===== src/rtl/adcw_pkg.sv =====
// Shared constants, types and helpers for the converter output block
package adcw_pkg;
   localparam int RESULT_W    = 12;
   localparam int TAG_W       = 4;
   localparam int WORD_W      = 16;
   localparam int STATUS_W    = 7;
   localparam int FIFO_DEPTH  = 32;
   localparam int CNT_W       = 9;
   // Timing in ns and derived cycle counts at ref_clk
   localparam int CLK_NS      = 5;
   localparam int CONV_TYP_NS = 1400;
   localparam int CONV_MAX_NS = 2000;
   localparam int ACQ_NS      = 150;
   localparam int THRU_NS     = 2500;
   localparam int NAP_WAKE_NS = 200;
   localparam int CONV_CYC    = CONV_TYP_NS / CLK_NS;
   localparam int CONV_MAX_CYC = CONV_MAX_NS / CLK_NS;
   localparam int ACQ_CYC     = (ACQ_NS + CLK_NS - 1) / CLK_NS;
   localparam int THRU_CYC    = THRU_NS / CLK_NS;
   localparam int NAP_WAKE_CYC = (NAP_WAKE_NS + CLK_NS - 1) / CLK_NS;
   // Reset values
   localparam logic [WORD_W-1:0] WORD_RST = 16'h0000;
   // Status word split over data and tag pins
   localparam int STAT_HI_W   = 3;
   localparam int STAT_HI_LSB = 9;

   typedef struct packed {
      logic                pair;
      logic [2:0]          addr;
      logic [RESULT_W-1:0] result;
   } adcw_word_s;

   typedef struct packed {
      logic start_n;
      logic cs_n;
      logic rd_n;
      logic pd_n;
      logic polarity;
      logic readback;
   } adcw_pins_s;

   // Idle levels of the synchronised pins after reset
   localparam adcw_pins_s PINS_RST = '{start_n: 1'b1, cs_n: 1'b1, rd_n: 1'b1, pd_n: 1'b1,
                                       polarity: 1'b0, readback: 1'b0};

   typedef enum logic [2:0] {ST_IDLE, ST_CONV, ST_ACQ, ST_DOWN, ST_WAKE} adcw_state_e;

   // Offset binary core code to reported format
   function automatic logic [RESULT_W-1:0] fmt_code(input logic [RESULT_W-1:0] code,
                                                    input logic bipolar);
      fmt_code = bipolar ? {~code[RESULT_W-1], code[RESULT_W-2:0]} : code;
   endfunction
endpackage


===== src/rtl/adcw_converter.sv =====
// Converter digital side: output word, bus drive, timing and shutdown
module adcw_converter (
   input  wire logic                            ref_clk,
   input  wire logic                            reset,
   input  wire logic                            conversion_start_n,
   input  wire logic                            chip_select_n,
   input  wire logic                            read_n,
   input  wire logic                            power_down_n,
   input  wire logic                            polarity_select,
   input  wire logic                            readback_mode,
   input  wire logic [adcw_pkg::STATUS_W-1:0]   readback_status_bits,
   input  wire logic [2:0]                      channel_addr,
   input  wire logic                            pair_sel,
   input  wire logic [adcw_pkg::RESULT_W-1:0]   core_code,
   output logic      [adcw_pkg::WORD_W-1:0]     data_out,
   output logic      [adcw_pkg::WORD_W-1:0]     data_oe,
   output logic                                 busy_n,
   output logic                                 standby_light,
   output logic                                 standby_deep,
   output logic                                 fifo_full
);
   localparam int WW = adcw_pkg::WORD_W;
   localparam int CW = adcw_pkg::CNT_W;

   adcw_pkg::adcw_pins_s  raw, meta_q, sync_q, prev_q;
   adcw_pkg::adcw_state_e st_q, st_d;
   adcw_pkg::adcw_word_s  cap_d, fifo_out;
   logic          deep_q, deep_d;
   logic          armed_q, armed_d;
   logic          pol_q, pol_d;
   logic [2:0]    addr_q, addr_d;
   logic          pair_q, pair_d;
   logic [WW-1:0] out_q, out_d, oe_q, oe_d;
   logic [WW-1:0] res_q, res_d;
   logic          res_valid_q, res_valid_d, consume;
   logic          busy_q, busy_d;
   logic          push, push_rdy, pop, head_valid;
   logic          tm_load, tm_run, tm_done;
   logic [CW-1:0] tm_count;
   logic          start_req, pd_fall, rd_rise, bus_rd;

   // Control pins from outside pass two flip-flops before use; address, pair, status and code inputs are used directly
   always_comb begin
      raw.start_n  = conversion_start_n;
      raw.cs_n     = chip_select_n;
      raw.rd_n     = read_n;
      raw.pd_n     = power_down_n;
      raw.polarity = polarity_select;
      raw.readback = readback_mode;
   end

   always_ff @(posedge ref_clk) begin
      if (reset) begin
         meta_q <= adcw_pkg::PINS_RST;
         sync_q <= adcw_pkg::PINS_RST;
         prev_q <= adcw_pkg::PINS_RST;
      end else begin
         meta_q <= raw;
         sync_q <= meta_q;
         prev_q <= sync_q;
      end
   end

   // Decoded events from synchronised pins
   always_comb begin
      start_req = !sync_q.start_n && !sync_q.cs_n && armed_q && push_rdy;
      pd_fall   = prev_q.pd_n && !sync_q.pd_n;
      rd_rise   = !prev_q.rd_n && sync_q.rd_n && !sync_q.cs_n;
      bus_rd    = !sync_q.rd_n && !sync_q.cs_n;
   end

   // Interval timer on the internal clock
   adcw_timer #(.W(CW)) u_timer (
      .ref_clk (ref_clk),
      .reset   (reset),
      .load    (tm_load),
      .count   (tm_count),
      .running (tm_run),
      .done    (tm_done)
   );

   // Result queue between conversion and host reads
   adcw_fifo #(.WIDTH(WW), .DEPTH(adcw_pkg::FIFO_DEPTH)) u_fifo (
      .ref_clk   (ref_clk),
      .reset     (reset),
      .in_valid  (push),
      .in_ready  (push_rdy),
      .in_data   (cap_d),
      .out_valid (head_valid),
      .out_ready (pop),
      .out_data  (fifo_out)
   );

   // Conversion and shutdown sequencing
   always_comb begin
      st_d     = st_q;
      deep_d   = deep_q;
      armed_d  = armed_q;
      pol_d    = pol_q;
      addr_d   = addr_q;
      pair_d   = pair_q;
      busy_d   = busy_q;
      tm_load  = 1'b0;
      tm_count = '0;
      push     = 1'b0;
      if (sync_q.start_n) begin
         armed_d = 1'b1;
      end
      cap_d.pair   = pair_q;
      cap_d.addr   = addr_q;
      cap_d.result = adcw_pkg::fmt_code(core_code, pol_q);
      unique case (st_q)
         adcw_pkg::ST_IDLE: begin
            if (pd_fall) begin
               st_d   = adcw_pkg::ST_DOWN;
               deep_d = sync_q.cs_n;
            end else if (start_req && !sync_q.readback) begin
               st_d     = adcw_pkg::ST_CONV;
               armed_d  = 1'b0;
               busy_d   = 1'b0;
               pol_d    = sync_q.polarity;
               addr_d   = channel_addr;
               pair_d   = pair_sel;
               tm_load  = 1'b1;
               tm_count = CW'(adcw_pkg::CONV_CYC);
            end
         end
         adcw_pkg::ST_CONV: begin
            if (tm_done) begin
               st_d     = adcw_pkg::ST_ACQ;
               push     = 1'b1;
               busy_d   = 1'b1;
               tm_load  = 1'b1;
               tm_count = CW'(adcw_pkg::ACQ_CYC);
            end
         end
         adcw_pkg::ST_ACQ: begin
            if (tm_done) begin
               st_d = adcw_pkg::ST_IDLE;
            end
         end
         adcw_pkg::ST_DOWN: begin
            if (sync_q.pd_n) begin
               st_d = deep_q ? adcw_pkg::ST_IDLE : adcw_pkg::ST_WAKE;
               if (!deep_q) begin
                  tm_load  = 1'b1;
                  tm_count = CW'(adcw_pkg::NAP_WAKE_CYC);
               end
            end
         end
         adcw_pkg::ST_WAKE: begin
            if (tm_done) begin
               st_d = adcw_pkg::ST_IDLE;
            end
         end
         default: st_d = adcw_pkg::ST_IDLE;
      endcase
   end

   always_ff @(posedge ref_clk) begin
      if (reset) begin
         st_q    <= adcw_pkg::ST_IDLE;
         deep_q  <= 1'b0;
         armed_q <= 1'b0;
         pol_q   <= 1'b0;
         addr_q  <= 3'h0;
         pair_q  <= 1'b0;
         busy_q  <= 1'b1;
      end else begin
         st_q    <= st_d;
         deep_q  <= deep_d;
         armed_q <= armed_d;
         pol_q   <= pol_d;
         addr_q  <= addr_d;
         pair_q  <= pair_d;
         busy_q  <= busy_d;
      end
   end

   // Result word held until a host read of it ends; readback overlays status
   always_comb begin
      consume     = rd_rise && !sync_q.readback;
      pop         = head_valid && (!res_valid_q || consume) && !sync_q.readback;
      res_d       = pop ? fifo_out : res_q;
      res_valid_d = pop || (res_valid_q && !consume);
      out_d       = res_d;
      oe_d        = '0;
      if (sync_q.readback) begin
         out_d[adcw_pkg::STAT_HI_LSB +: adcw_pkg::STAT_HI_W] =
            readback_status_bits[adcw_pkg::STATUS_W-1 -: adcw_pkg::STAT_HI_W];
         out_d[WW-1 -: adcw_pkg::TAG_W] =
            readback_status_bits[adcw_pkg::TAG_W-1:0];
         if (bus_rd) begin
            oe_d[WW-1 -: adcw_pkg::TAG_W] = '1;
            oe_d[adcw_pkg::STAT_HI_LSB +: adcw_pkg::STAT_HI_W] = '1;
         end
      end else if (bus_rd) begin
         oe_d = '1;
      end
   end

   always_ff @(posedge ref_clk) begin
      if (reset) begin
         out_q       <= adcw_pkg::WORD_RST;
         oe_q        <= '0;
         res_q       <= adcw_pkg::WORD_RST;
         res_valid_q <= 1'b0;
      end else begin
         out_q       <= out_d;
         oe_q        <= oe_d;
         res_q       <= res_d;
         res_valid_q <= res_valid_d;
      end
   end

   assign data_out      = out_q;
   assign data_oe       = oe_q;
   assign busy_n        = busy_q;
   assign standby_light = st_q == adcw_pkg::ST_DOWN && !deep_q;
   assign standby_deep  = st_q == adcw_pkg::ST_DOWN && deep_q;
   assign fifo_full     = !push_rdy;

   logic [CW-1:0] busy_cnt_q;
   always_ff @(posedge ref_clk) begin
      if (reset || busy_q) begin
         busy_cnt_q <= '0;
      end else begin
         busy_cnt_q <= busy_cnt_q + 1'b1;
      end
   end

   // Cycles spent waking from light standby
   logic [CW-1:0] wake_cnt_q;
   always_ff @(posedge ref_clk) begin
      if (reset || st_q != adcw_pkg::ST_WAKE) begin
         wake_cnt_q <= '0;
      end else begin
         wake_cnt_q <= wake_cnt_q + 1'b1;
      end
   end
endmodule


===== src/rtl/adcw_fifo.sv =====
// Result FIFO with valid/ready on both sides
module adcw_fifo #(
   parameter int WIDTH = 16,
   parameter int DEPTH = 32
) (
   input  wire logic             ref_clk,
   input  wire logic             reset,
   input  wire logic             in_valid,
   output logic                  in_ready,
   input  wire logic [WIDTH-1:0] in_data,
   output logic                  out_valid,
   input  wire logic             out_ready,
   output logic      [WIDTH-1:0] out_data
);
   localparam int AW = $clog2(DEPTH);
   logic [WIDTH-1:0] mem [DEPTH];
   logic [AW-1:0]    wr_q, wr_d, rd_q, rd_d;
   logic [AW:0]      cnt_q, cnt_d;
   logic             push, pop;

   // Pointer and fill count update
   always_comb begin
      push     = in_valid && in_ready;
      pop      = out_valid && out_ready;
      in_ready = cnt_q != (AW+1)'(DEPTH);
      out_valid = cnt_q != '0;
      out_data = mem[rd_q];
      wr_d     = push ? wr_q + 1'b1 : wr_q;
      rd_d     = pop ? rd_q + 1'b1 : rd_q;
      cnt_d    = cnt_q + (AW+1)'(push) - (AW+1)'(pop);
   end

   always_ff @(posedge ref_clk) begin
      if (reset) begin
         wr_q  <= '0;
         rd_q  <= '0;
         cnt_q <= '0;
      end else begin
         wr_q  <= wr_d;
         rd_q  <= rd_d;
         cnt_q <= cnt_d;
      end
   end

   // Storage write
   always_ff @(posedge ref_clk) begin
      if (push) begin
         mem[wr_q] <= in_data;
      end
   end
endmodule


===== src/rtl/adcw_timer.sv =====
// Down counter for conversion, acquisition and wake intervals
module adcw_timer #(
   parameter int W = 9
) (
   input  wire logic         ref_clk,
   input  wire logic         reset,
   input  wire logic         load,
   input  wire logic [W-1:0] count,
   output logic              running,
   output logic              done
);
   logic [W-1:0] cnt_q, cnt_d;
   logic         done_q, done_d;

   // Load, count down, pulse at the last cycle
   always_comb begin
      cnt_d  = cnt_q;
      if (load) begin
         cnt_d = count;
      end else if (cnt_q != '0) begin
         cnt_d = cnt_q - 1'b1;
      end
      // Flag rides with the final count so an interval of N lasts N cycles
      done_d = cnt_d == W'(1);
   end

   always_ff @(posedge ref_clk) begin
      if (reset) begin
         cnt_q  <= '0;
         done_q <= 1'b0;
      end else begin
         cnt_q  <= cnt_d;
         done_q <= done_d;
      end
   end

   assign running = cnt_q != '0;
   assign done    = done_q;
endmodule


===== config.mk =====
export PLATFORM = sky130hd
export DESIGN_NAME = adcw_converter
export DESIGN_NICKNAME = d
export VERILOG_FILES = /design/src/rtl/adcw_pkg.sv /design/src/rtl/adcw_converter.sv /design/src/rtl/adcw_fifo.sv /design/src/rtl/adcw_timer.sv
export SDC_FILE = /design/constraint.sdc
export NUM_CORES = 1
export LEC_CHECK = 0
export BUFFER_PORTS_ARGS = -buffer_cell sky130_fd_sc_hd__buf_2
export CORE_UTILIZATION = 58
export CTS_CLUSTER_SIZE = 40
export DETAILED_ROUTE_END_ITERATION = 16
export HOLD_SLACK_MARGIN = 0.02
export PLACE_DENSITY_LB_ADDON = 0.15
export SYNTH_ARGS = -nofsm -noshare
export SYNTH_HDL_FRONTEND = slang
export SYNTH_HIERARCHICAL = 1
export SYNTH_SLANG_ARGS = --single-unit
export TNS_END_PERCENT = 20

===== constraint.sdc =====
create_clock -name ref_clk -period 3.7 [get_ports ref_clk]
set_input_delay 0.74 -clock ref_clk [delete_from_list [all_inputs] [get_ports ref_clk]]
set_output_delay 0.74 -clock ref_clk [all_outputs]
set_load 0.03 [all_outputs]

# Yosys cells after proc, flatten, opt, wreduce, memory -nomap -nowiden
# Memories as Yosys holds them, arrays and structs flattened. A register that Yosys moved wholly into a read port is not among the register bits.
# Cells that the tools add are included.
# op_classes
add_sub_neg	5
eq_ne	12
n_mux	40
bitwise_logic	2
n_reduce_logical	38
# op_table
cell	n
$mux 9	4
$mux 16	2
$pmux 9 s3	1
$mux 7	3
$mux 3	6
$logic_and 1x1->1	16
$mux 1	15
$mux 5	3
$mux 12	1
$mux 6	2
$pmux 3 s4	1
$add 5x1->5 const B	2
$logic_not 1->1	10
$eq 9x1->1 const B	1
$reduce_bool 9->1	1
$sub 9x1->9 const B	1
$reduce_and 4->1	2
$add 6x1->6	1
$eq 3x2->1 const B	2
$ne 2x2->1 const B	3
$ne 6x6->1 const B	1
$reduce_bool 6->1	1
$sub 6x1->6	1
$ne 2x1->1 const B	2
other kinds (12)	15
# word_totals
reg_bits	100
ram_bits	512
input_bits	31
output_inout_bits	36
wordCells	129
memories	1
# mem_list
name	words	width	rd	rd_clocked_by_memory_dff	write_ports	line_no	source
u_fifo.mem	32	16	1	1	1	adcw_fifo.sv:16	logic [WIDTH-1:0] mem [DEPTH];

# Depth between registers and ports, before layout
# Gate-level depths: netlist of the first run.
# logic_depth
ltp_word	10
mapped_depth	18
mapped_depth_nobuf	15

# By module
# The synthesis of the first run kept the hierarchy.
# modules_own_cells
module	n_inst	cells_per_inst	area_per_inst_um2
adcw_fifo	1	1073	20701.1
adcw_converter	1	231	2253.4
adcw_timer	1	77	636.9

# Worst setup path before layout of the first run
# No wires, ideal clock.
# synth_timing
path_kind	reg-to-reg
start	reg u_fifo.cnt_q[2]
end	reg u_fifo.cnt_q[4]
arrival_time_ps	2956
t_required_ps	3569
setup_slack_ps	612
stages_incl_launch_ff	19
path_buffers	3
cell_sequence	dfxtp_1 inv_1 ha_1 nand4bb_1 clkbuf_1 nand2b_1 a21o_1 buf_2 clkinv_2 buf_4 nand3_1 o21ai_0 ha_1 inv_1 fa_1 nand2b_1 a21oi_1 o21a_1 nor3_1
# synth_between
elab_chain_cells	5
elab_cells_between_ends	8
# synth_rtl
element	line_no	source
from (decl)	adcw_fifo.sv:18	logic [AW:0] cnt_q, cnt_d;
from (signal assigned)	adcw_fifo.sv:41	cnt_q <= cnt_d;
$reduce_bool 6->1	adcw_fifo.sv:26	out_valid = cnt_q != '0;
named net head_valid	adcw_converter.sv:37	logic push, push_rdy, pop, head_valid;
$logic_and 1x1->1 (2 in series)	adcw_converter.sv:183	pop = head_valid && (!res_valid_q || consume) && !sync_q.readback;
named net pop	adcw_converter.sv:37	
$logic_and 1x1->1	adcw_fifo.sv:24	pop = out_valid && out_ready;
$sub 6x1->6	adcw_fifo.sv:30	cnt_d = cnt_q + (AW+1)'(push) - (AW+1)'(pop);
# The timed path passes the listed nets, and every way through them passes these cells.
# A chain may end at the register's enable or synchronous reset.

# Worst setup path in the final report of the first run
# layout_timing
start	reg u_fifo.cnt_q[2]
end	reg u_timer.done_q (netlist: u_timer/done)
# layout_between
elab_chain_cells	8
elab_cells_between_ends	11
# layout_rtl
element	line_no	source
$ne 6x6->1	adcw_fifo.sv:25	in_ready = cnt_q != (AW+1)'(DEPTH);
named net push_rdy	adcw_converter.sv:37	
$logic_and 1x1->1	adcw_converter.sv:66	start_req = !sync_q.start_n && !sync_q.cs_n && armed_q && push_rdy;
$logic_and 1x1->1	adcw_converter.sv:117	end else if (start_req && !sync_q.readback) begin
$mux 9	adcw_converter.sv:117	
$mux 9	adcw_converter.sv:114	if (pd_fall) begin
$pmux 9 s3	adcw_converter.sv:112	unique case (st_q)
named net tm_count[3]	adcw_converter.sv:39	logic [CW-1:0] tm_count;
$mux 9	adcw_timer.sv:18	if (load) begin
$eq 9x1->1	adcw_timer.sv:24	done_d = cnt_d == W'(1);
to (signal assigned)	adcw_timer.sv:33	done_q <= done_d;
to (decl)	adcw_timer.sv:13	logic done_q, done_d;
# The timed path passes the listed nets, and every way through them passes these cells.

==> results_dict.tcl, run 1 <==
set metrics [dict create \
    syn-cell-area_um2 23600 \
    unrepaired_setup_endpoints_after_global_routing "false" \
    cts_root_buf "clkbuf_16" \
    cell_internal_pwr_mw 11.8 \
    routed_via_density 6.12 \
    number_of_enable_type_register_cells_in_the_synthesized_netlist 512 \
    fin_skew_ps 18.5 \
    timing.slew.headroom_pct 33.8 \
    yosys.area_share.adder_pct 0.827 \
    dieWidth_um 204 \
    worst_hold_path.endpoint "meta_q[4]" \
    r2r_start "u_fifo/cnt_q[2]" \
    average_instance_area_after_synthesis_um2 17.1 \
    detail_route.wirelength_um 52900 \
    fin_nets 1526 \
    post-cts-setup-buffers 0 \
    power_switching_share_pct 25.3 \
    outcome "completed" \
    post_synth_mux_area_share_pct 12.6 \
    post-place-ws_ps 699 \
    largest_family_of_logic_cells_by_synthesized_area "multiplexers" \
    required_time_of_the_critical_path_ps 4200 \
    worst_hold_path_type "primary input to flop" \
    ys.flop_type "edfxtp_1" \
    setup.reg_to_reg.worst_slack_ps 680 \
    place.detailed.hpwl_um 32900 \
    clkLatencyLatePin_ps 600 \
    boundaryPins 67 \
    critPathArrivalTime_ps 3520 \
    post_dp_cell_area_um2 24600 \
    yosys.area_share.simple_pct 6.24 \
    global_route.usage.met3_pct 3.55 \
    gp_congestion 0.839 \
    max_fanout_on_critical_path 12 \
    maximum_vdd_drop_v 0.000474 \
    synth.yosys.seq_area_share_pct 72.1 \
    grt_use_total_pct 26.1 \
    timing.critical_path.slowest_cell_delay_ps 560 \
    gr-usage-met2_pct 42.6 \
    leakage_nw 8.52 \
    power.density_nw_per_um2 597 \
    layout_fillers 2648 \
    ys_async_sr_fraction_pct 0 \
    num_antenna_cells 0 \
    drcViolationCount 0 \
    signed_area_change_from_the_synthesized_netlist_to_the_final_layout_pct 12.1 \
    crit_top_cell "nand4bb_1" \
    ff_latch_area_um2 17000 \
    netlist_top_cells_area "edfxtp_1, dfxtp_1, mux2i_1, mux4_2, a22oi_1" \
    globalRouteMet1Util_pct 36.6 \
    synth_compound_gate_area_share_pct 4.86 \
    htree_levels 2 \
    timing.final.setup_violations 0 \
    final-max-slew-violation-count 0 \
    cts.sink_count 594 \
    min_path_cells 2 \
    hold_path.startpoint "chip_select_n" \
    placement_rows 73 \
    grt_first_pass_wirelength_um 78300 \
    detail_route.first_pass.iterations 5 \
    yosys.area.top_type_share_pct 65.2 \
    die_area_um2 41500 \
    stdcell_area_um2 26500 \
    post_synth_num_cell_types 70 \
    start_util_pct 59.1 \
    max_cap_viols 0 \
    xor_xnor_fraction_of_synth_area_pct 0.408 \
    synth-seq-cells 594 \
    drtAntennaViolNets 0 \
    grt_start_max_net_pins 43 \
    initialDrtViolationCount 1075 \
    buffer_ports.inserted 66 \
    cts-root-to-sink-buffers 3 \
    grt.busiest_layer "met2" \
    multiInputGateArea_um2 5910 \
    p_switching_mw 4.00 \
    setup.worst_path.end_class "flop" \
    hold_violations 0 \
    final_layout_size_suffix_gt1_share_pct 21.1 \
    slowest_stage "or4_4" \
    core_area_um2 39900 \
    synth_top_cell_by_area "edfxtp_1" \
    power_frac_comb_pct 14.9 \
    routedWlPerCell_um 25.8 \
    number_of_antenna_violations_at_the_first_check_in_global_routing 0 \
    ratio_of_final_minimum_period_to_clock_period_pct 81.5 \
    crit_path_cell_trace "inv_1 > ha_1 > nand4bb_1 > nand4bb_1 > or4_4 > nand3b_1 > buf_4 > mux2i_1 > a31oi_1 > a21oi_1 > nand3_1 > nor4bb_1" \
    synth_warnings 6 \
    vias_in_the_first_global_route 12300 \
    worst_r2r_path_depth 12 \
    overflow 0 \
    routed-via-count 12500 \
    timing.fmax_mhz 332 \
    cts_resized 0 \
    cts_hold_buf 0 \
    tritoncts "done" \
    power.sequential.fraction_pct 48.5 \
    clkTransAtPathRegs_ps 60 \
    cts_buffers 58 \
    tightest_slew_ps 992 \
    worst_slack_ps 685 \
    dieHeight_um 204 \
    setup.worst_path.class "flop to flop" \
    power_frac_clock_pct 36.6 \
    timing.rr.end "u_timer/done" \
    final_period_minus_worst_setup_slack_ps 3020 \
    utilization_pct 66.3 \
    netlist_instances 1381 \
    totalNegativeSetupSlack_ps 0 \
    timing.critical_path.from_type "flop" \
]
## kinds of logic (layout without fill, tap and decap cells)
| kind of cell | Yosys count | in the layout |
|---|---|---|
| multiplexers | 217 | 217 |
| other | 1 | 3 |
| flip-flops | 594 | 594 |
| buffers and inverters | 125 | 266 |
| AND/OR/NAND/NOR | 264 | 264 |
| XOR/XNOR | 11 | 11 |
| AO/OA/AOI/OAI | 154 | 154 |
| adder cells (fa/ha/maj) | 15 | 15 |
## cell usage in the layout, fill, tap and decap left out, drive strengths merged, types with 3 or more instances in the layout
cell and count:
edfxtp 512, mux2i 153, buf 134, a22oi 96, dfxtp 82, clkbuf 68, nor2 66, mux4 64
nand2b 50, nand3 41, clkinv 29, inv 26, a21oi 19, nand2 18, nand4 18, ha 14
nor3 12, or2 12, nor2b 11, o21ai 9, xor2 9, o221a 7, bufinv 7, and2 5
or3 4, or3b 4, nor4bb 3, nand4bb 3, nand3b 3, a211o 3, o21a 3, a31oi 3
conb 3, or4 3
## cell usage after synthesis (all sizes together) (3+ instances only)
| library cell | n |
|---|---|
| a211o | 3 |
| a21oi | 19 |
| a22oi | 96 |
| a31oi | 3 |
| and2 | 5 |
| buf | 67 |
| clkbuf | 30 |
| clkinv | 3 |
| dfxtp | 82 |
| edfxtp | 512 |
| ha | 14 |
| inv | 25 |
| mux2i | 153 |
| mux4 | 64 |
| nand2 | 18 |
| nand2b | 50 |
| nand3 | 41 |
| nand3b | 3 |
| nand4 | 18 |
| nand4bb | 3 |
| nor2 | 66 |
| nor2b | 11 |
| nor3 | 12 |
| nor4bb | 3 |
| o21a | 3 |
| o21ai | 9 |
| o221a | 7 |
| or2 | 12 |
| or3 | 4 |
| or3b | 4 |
| or4 | 3 |
| xor2 | 9 |
## critical path: cells and delay by family, from the launching register on
kind            cells  cell delay (ps)
simple gates        6             1660
flops               1              340
buf+inv             2              300
compound gates      2              220
fa+ha+maj           1              210
mux                 1              180
## metal layers
layer | part of all wire [%] | wire [um]
met5 | 0 | 0
met4 | 2.7 | 1440
met3 | 5.4 | 2860
met2 | 50 | 26300
met1 | 42 | 22300
## registers in the layout (all words and copies together) (netlist names), 2 cells and up, named ones only
name and flops:
addr_q 3, data_oe 2, data_out 16, meta_q 6, prev_q 2, res_q 7, st_q 3, sync_q 6
u_fifo/cnt_q 6, u_fifo/mem 512, u_fifo/rd_q 5, u_fifo/wr_q 5, u_timer/cnt_q 9
## worst max path at each step
stage	to	cells after the start	slack, ps	from
floorplan	u_fifo/cnt_q[4]	18	610	u_fifo/cnt_q[2]
finish	u_timer/done	12	680	u_fifo/cnt_q[2]
global route	u_timer/done	12	480	u_fifo/cnt_q[2]
CTS	u_timer/done	12	660	u_fifo/cnt_q[2]
detailed placement	u_timer/done	12	700	u_fifo/cnt_q[2]
global placement	u_timer/done	12	800	u_fifo/cnt_q[2]
## power by group through the flow
stage	combinational (mW)	sequential, mW	clock, mW
after floorplan	1.73	7.74	0
after global placement	2.31	7.80	0
after detailed placement	2.34	7.81	0
after CTS	2.36	7.66	5.84
after global routing	2.54	7.69	6.09
final	2.35	7.66	5.77
## layout make-up
cell class / count / area share, %
timing repair buffer: 134 / 3.37
clock inverter: 36 / 1.30
clock buffer: 68 / 5.71
multi-input combinational: 664 / 22.4
inverter: 28 / 0.426
tap: 525 / 2.48
sequential: 594 / 64.4
## through the flow
stage / hold slack, ps / cells / power [mW]
floorplan: 389 / 1383 / 9.48
global placement: 394 / 1945 / 10.1
detailed placement: 393 / 1945 / 10.1
CTS: 293 / 2049 / 15.9
global route: 304 / 2049 / 16.3
finish: 325 / 2049 / 15.8
Note: power is estimated with default switching activity, not from simulation.
==> run 2: changes to the inputs <==
--- a/config.mk
+++ b/config.mk
@@ -5,8 +5,9 @@
 export SDC_FILE = /design/constraint.sdc
 export NUM_CORES = 1
 export LEC_CHECK = 0
+export ABC_AREA = 1
 export BUFFER_PORTS_ARGS = -buffer_cell sky130_fd_sc_hd__buf_2
-export CORE_UTILIZATION = 58
+export CORE_UTILIZATION = 56
 export CTS_CLUSTER_SIZE = 40
 export DETAILED_ROUTE_END_ITERATION = 16
 export HOLD_SLACK_MARGIN = 0.02
==> constraint.sdc (replaced) <==
create_clock -name ref_clk -period 2.71 [get_ports ref_clk]
set_input_delay 0.542 -clock ref_clk [delete_from_list [all_inputs] [get_ports ref_clk]]
set_output_delay 0.542 -clock ref_clk [all_outputs]
set_load 0.03 [all_outputs]
==> run 2 against run 1 <==
Clock power rose by 43%. Count of clock-buffer cells in the layout rose by 5. Clock skew rose by 2.0 ps. Critical path type unchanged. Critical endpoint is now u_fifo/cnt_q[4]. Core utilization fell by 2.3 points. Non-clock buffer count rose by 7. Hold slack got worse by 200 ps. Sequential power rose by 36%. Via count rose by 30%. Maximum frequency rose by 20%. Area after synthesis rose by 4.9%.
==> results_dict.tcl, run 2 <==
set metrics [dict create \
    leakage_nw 10.7 \
    synth_warnings 6 \
    gp_congestion 0.918 \
    routed-via-count 16400 \
    dieWidth_um 212 \
    post_synth_num_cell_types 41 \
    number_of_enable_type_register_cells_in_the_synthesized_netlist 512 \
    tightest_slew_ps 775 \
    clkTransAtPathRegs_ps 60 \
    overflow 0 \
    die_area_um2 45000 \
    required_time_of_the_critical_path_ps 3250 \
    yosys.area_share.simple_pct 23.8 \
    grt_start_max_net_pins 96 \
    whs_ps 123 \
    vias_in_the_first_global_route 15700 \
    boundaryPins 67 \
    clkLatencyLatePin_ps 610 \
    most_common_cell_in_the_synthesized_netlist "nand2_1" \
    mostFrequentLayoutCells "nand2_1, edfxtp_1, nand3_1, nor2_1, dfxtp_1" \
    tritoncts "done" \
    yosys.area.top_type_share_pct 62.1 \
    core_area_um2 43400 \
    buffer_ports.inserted 66 \
    synth.yosys.seq_area_share_pct 68.8 \
    synth-seq-cells 594 \
    timing.rr.end "u_fifo/cnt_q[4]" \
    max_cap_viols 0 \
    placement_rows 76 \
    worst_hold_path.endpoint "meta_q[4]" \
    drtAntennaViolNets 0 \
    start_util_pct 57.1 \
    min_path_cells 2 \
    signed_area_change_from_the_synthesized_netlist_to_the_final_layout_pct 12.1 \
    htree_levels 2 \
    xor_xnor_fraction_of_synth_area_pct 0.248 \
    post_synth_mux_area_share_pct 0 \
    timing.fmax_mhz 400 \
    largest_register "u_fifo/mem" \
    outcome "completed" \
    synth_compound_gate_area_share_pct 1.26 \
    worst_hold_path_type "primary input to flop" \
    netlist_instances 2273 \
    detail_route.first_pass.iterations 5 \
    synth_top_cell_by_area "edfxtp_1" \
    average_instance_area_after_synthesis_um2 10.9 \
    fin_nets 2382 \
    largest_register_ff_count 512 \
    ratio_of_final_minimum_period_to_clock_period_pct 92.3 \
    cts_hold_buf 0 \
    finish.cell_count_without_fillers 2970 \
    dp.cells 2856 \
    critPathArrivalTime_ps 3040 \
    ys.flop_type "edfxtp_1" \
    r2r_start "u_fifo/cnt_q[4]" \
    setup.worst_path.end_class "flop" \
    worst_r2r_path_depth 17 \
    fin_skew_ps 20.5 \
    power.density_nw_per_um2 959 \
    final_layout_size_suffix_gt1_share_pct 11.6 \
    place.detailed.hpwl_um 34200 \
    cts-root-to-sink-buffers 3 \
    maximum_vdd_drop_v 0.000571 \
    timing.slew.headroom_pct 48.3 \
    setup.reg_to_reg.worst_slack_ps 210 \
    number_of_antenna_violations_at_the_first_check_in_global_routing 0 \
    hold_violations 0 \
    routedWlPerCell_um 19.5 \
    drcViolationCount 0 \
    final-max-slew-violation-count 0 \
    syn-cell-area_um2 24700 \
    dieHeight_um 212 \
    initialDrtViolationCount 1242 \
    timing.final.setup_violations 0 \
    grt_use_total_pct 26.3 \
    yosys.area_share.adder_pct 0.789 \
    grt_first_pass_wirelength_um 88600 \
    cts.sink_count 594 \
    routed_via_density 5.51 \
    largest_family_of_logic_cells_by_synthesized_area "simple AND/OR/NAND/NOR gates" \
    cts_buffers 60 \
    detail_route.wirelength_um 57900 \
    setup.worst_path.class "flop to flop" \
    ys_async_sr_fraction_pct 0 \
    hold_path.startpoint "chip_select_n" \
    max_fanout_on_critical_path 3 \
    timing.critical_path.from_type "flop" \
    synth.top_cells.by_count "nand2_1, edfxtp_1, nand3_1, nor2_1, dfxtp_1" \
    layout_commonest_cell "nand2_1" \
    netlist_top_cells_area "edfxtp_1, nand2_1, nand3_1, dfxtp_1, nor2_1" \
    cts_root_buf "clkbuf_16" \
    final_period_minus_worst_setup_slack_ps 2500 \
]
## run 2: cell types whose count changed in the layout (fill, tap and decap cells not counted), sizes merged, moves of 8 or more
| cell | delta |
|---|---|
| a21oi | +10 |
| a22oi | -96 |
| inv | +43 |
| mux2i | -153 |
| mux4 | -64 |
| nand2 | +785 |
| nand2b | -50 |
| nand3 | +387 |
| nand4 | -10 |
| nor2 | +62 |
| nor2b | -11 |
| nor3 | -8 |
| o21ai | +17 |
## run 2: where the power goes
group	switching, mW	internal, mW
clock	3.33	4.92
combinational	5.52	2.39
sequential	0.236	10.2
total	9.09	17.5
## run 2: worst max-delay path by stage
| stage | from | endpoint | slack (ps) | cells after the start |
|---|---|---|---|---|
| 2_1_floorplan | u_fifo/cnt_q[2] | u_fifo/cnt_q[4] | 0.6 | 17 |
| 3_3_place_gp | u_fifo/cnt_q[2] | u_fifo/cnt_q[4] | 100 | 17 |
| 3_5_place_dp | u_fifo/cnt_q[2] | u_fifo/cnt_q[4] | -20 | 17 |
| 4_1_cts | u_fifo/cnt_q[3] | u_fifo/cnt_q[4] | 3 | 17 |
| 5_1_grt | u_fifo/cnt_q[2] | u_fifo/cnt_q[4] | -9 | 17 |
| 6_report | u_fifo/cnt_q[4] | u_fifo/cnt_q[4] | 210 | 17 |
## run 2: cell type report
cell class | instances | area [um^2]
Sequential cell | 594 | 17000
Fill cell | 3429 | 15600
Multi-Input combinational cell | 1469 | 6500
Clock buffer | 73 | 1590
Timing Repair Buffer | 141 | 1230
Tap cell | 585 | 732
Clock inverter | 37 | 388
Inverter | 70 | 270
Antenna cell | 1 | 2.50
## run 2: kinds of logic after synthesis
logic type               after synthesis
AO/OA/AOI/OAI                         59
buffers and inverters                212
adder cells (fa/ha/maj)               15
flip-flops                           594
AND/OR/NAND/NOR                     1385
other                                  1
XOR/XNOR                               7
## run 2: timing repair
action	in CTS	in global routing
pin swaps	0	5
gates resized for setup	1	5
endpoints found under the setup margin	1	2
setup buffers	0	3
## run 2: per-stage QoR
stage / TNS (ps) / total power [mW] / utilization, % / instance area [um^2] / setup WS [ps]
6_report: 0 / 26.6 / 64.0 / 27700 / 207
5_1_grt: -17.6 / 28.0 / 64.0 / 27700 / -9.36
4_1_cts: 0 / 26.6 / 63.9 / 27700 / 2.65
3_5_place_dp: -24.5 / 18.4 / 59.3 / 25700 / -24.5
3_3_place_gp: 0 / 18.2 / 59.3 / 25700 / 99.0
2_1_floorplan: 0 / 16.5 / - / 24800 / 0.560
## run 2: per-layer routing
layer,wire length [um],up-vias,global-route usage (%),share of wire [%]
met5,0,-,0,0
met4,1650,0,9.63,2.9
met3,3090,95,3.40,5.3
met2,27800,448,43.2,48
met1,25400,7957,36.3,44
li1,-,7854,-,-
## run 2: worst max-delay path: stages (launching register included)
cell and delay, ps:
dfxtp_1 310, inv_1 70, ha_1 200, nand4_1 120, inv_1 80, nor2_4 110
nand2_4 60, inv_2 50, nand2_1 70, nor2_2 140, inv_1 80, o21ai_0 100
ha_2 210, inv_1 50, fa_2 370, o31ai_4 200, o21ai_1 80, a21oi_1 120
==> run 3: changes to the inputs <==
--- a/config.mk
+++ b/config.mk
@@ -7,6 +7,7 @@
 export LEC_CHECK = 0
 export ABC_AREA = 1
 export BUFFER_PORTS_ARGS = -buffer_cell sky130_fd_sc_hd__buf_2
+export CORE_ASPECT_RATIO = 1.2
 export CORE_UTILIZATION = 56
 export CTS_CLUSTER_SIZE = 40
 export DETAILED_ROUTE_END_ITERATION = 16
==> run 3 against run 2 <==
Core utilization down 1.4 points. Maximum frequency down 2.4%. Hold slack better by 0.59 ps. First-iteration DRC count up 5.9%. Critical path depth unchanged. Die area about the same. Worst setup slack worse by 61 ps. Total power down 2.8%. Global-route usage down 0.13 points. Design area down 1.4%. Routed wire length up 0.88%. Largest cell class unchanged. Sequential share of layout area up 0.87 points.
==> results_dict.tcl, run 3 (synthesis results as in run 2) <==
set metrics [dict create \
    outcome "completed" \
    drcViolationCount 0 \
    mostFrequentLayoutCells "nand2_1, edfxtp_1, nand3_1, nor2_1, dfxtp_1" \
    die_area_um2 45000 \
    buffer_ports.inserted 66 \
    htree_levels 2 \
    cts-root-to-sink-buffers 3 \
    timing.rr.end "u_fifo/cnt_q[4]" \
    hold_violations 0 \
    setup.worst_path.end_class "flop" \
    detail_route.wirelength_um 58400 \
    stdcell_area_um2 27400 \
    final_period_minus_worst_setup_slack_ps 2560 \
    routedWlPerCell_um 19.9 \
    initialDrtViolationCount 1315 \
    fin_skew_ps 18.7 \
    setup.worst_path.class "flop to flop" \
    detail_route.first_pass.iterations 5 \
    cts_buffers 56 \
    boundaryPins 67 \
    clkLatencyLatePin_ps 620 \
    cts.sink_count 594 \
    required_time_of_the_critical_path_ps 3250 \
    dieHeight_um 232 \
    gp_congestion 0.882 \
    fin_nets 2378 \
    dieWidth_um 194 \
    worst_hold_path.endpoint "meta_q[2]" \
    timing.slew.headroom_pct 49.8 \
    power.density_nw_per_um2 945 \
    num_antenna_cells 0 \
    tightest_slew_ps 753 \
    placement_rows 84 \
    critPathArrivalTime_ps 3100 \
    core_area_um2 43700 \
    number_of_antenna_violations_at_the_first_check_in_global_routing 0 \
    hold_path.startpoint "power_down_n" \
    utilization_pct 62.6 \
    grt_start_max_net_pins 112 \
    cts_root_buf "clkbuf_16" \
    routed_via_density 5.60 \
    largest_register_ff_count 512 \
    place.detailed.hpwl_um 34300 \
    final-max-slew-violation-count 0 \
    worst_r2r_path_depth 17 \
    finish.cell_count_without_fillers 2933 \
    grt_use_total_pct 26.2 \
    global_route.usage.met3_pct 2.85 \
    clkTransAtPathRegs_ps 60 \
    timing.fmax_mhz 390 \
    leakage_nw 10.6 \
    grt.busiest_layer "met2" \
    r2r_start "u_fifo/cnt_q[2]" \
    drtAntennaViolNets 0 \
    routed-via-count 16400 \
    grt_first_pass_wirelength_um 88600 \
    maximum_vdd_drop_v 0.000626 \
    min_path_cells 2 \
    dp.cells 2831 \
    largest_register "u_fifo/mem" \
    layout_commonest_cell "nand2_1" \
    timing.final.setup_violations 0 \
    max_fanout_on_critical_path 2 \
    post_dp_cell_area_um2 25500 \
    signed_area_change_from_the_synthesized_netlist_to_the_final_layout_pct 10.5 \
    worst_hold_path_type "primary input to flop" \
    ratio_of_final_minimum_period_to_clock_period_pct 94.6 \
    timing.critical_path.from_type "flop" \
    vias_in_the_first_global_route 15400 \
    final_layout_size_suffix_gt1_share_pct 11.4 \
    cts_hold_buf 0 \
    start_util_pct 56.6 \
    globalRouteMet1Util_pct 35.0 \
    max_cap_viols 0 \
    gr-usage-met2_pct 43.7 \
    tritoncts "done" \
    setup.reg_to_reg.worst_slack_ps 150 \
    overflow 0 \
]
run 3: repair_timing:
item,4_1_cts,5_1_grt
pin swaps,1,4
gates resized for setup,4,4
setup endpoints to repair,1,1
setup buffers,1,1
run 3: area by class of cell:
class	count	area, um^2
clock inverters	33	330
multi-input cells	1469	6500
repair buffers	141	1080
clock buffers	67	1440
flip-flops and latches	594	17000
well taps	559	699
inverters	70	270
fillers	3402	16400
run 3: power by group:
group	total, mW	internal, mW	switching (mW)
logic	7.75	2.37	5.39
clock network	7.67	4.36	3.31
registers	10.4	10.2	0.227
run 3: stage by stage:
stage / TNS, ps / worst slack, ps / hold WS, ps / total power, mW
after global routing: -26.8 / -26.8 / 120 / 27.1
after global placement: 0 / 96.9 / 392 / 18.0
final: 0 / 146 / 123 / 25.9
after detailed placement: -81.5 / -81.5 / 395 / 18.2
after floorplan: 0 / 0.560 / 388 / 16.5
after CTS: 0 / 50.1 / 96.9 / 25.9
run 3: worst max-delay path by stage:
stage,from,end,slack (ps)
detailed placement,u_fifo/cnt_q[2],u_fifo/cnt_q[4],-80
global route,u_fifo/cnt_q[2],u_fifo/cnt_q[4],-30
CTS,u_fifo/cnt_q[2],u_fifo/cnt_q[4],50
global placement,u_fifo/cnt_q[2],u_fifo/cnt_q[4],100
finish,u_fifo/cnt_q[2],u_fifo/cnt_q[4],150
floorplan,u_fifo/cnt_q[2],u_fifo/cnt_q[4],0.6
run 3: layer usage:
metal	part of all wire (%)	vias up	routed length [um]
met4	3.7	0	2150
met3	6.5	112	3800
met1	41	7913	24000
met5	0	-	0
met2	49	575	28500
li1	-	7828	-
run 3: worst max-delay path, stage by stage (launching register included):
cell	delay, ps
dfxtp_2	340
inv_1	60
ha_1	210
nand4_1	120
inv_1	80
nor2_4	120
nand2_4	60
inv_2	50
nand2_1	80
nor2_2	140
inv_1	80
o21ai_2	80
ha_2	200
inv_1	50
fa_2	380
o31ai_4	200
o21ai_0	100
a21oi_1	130
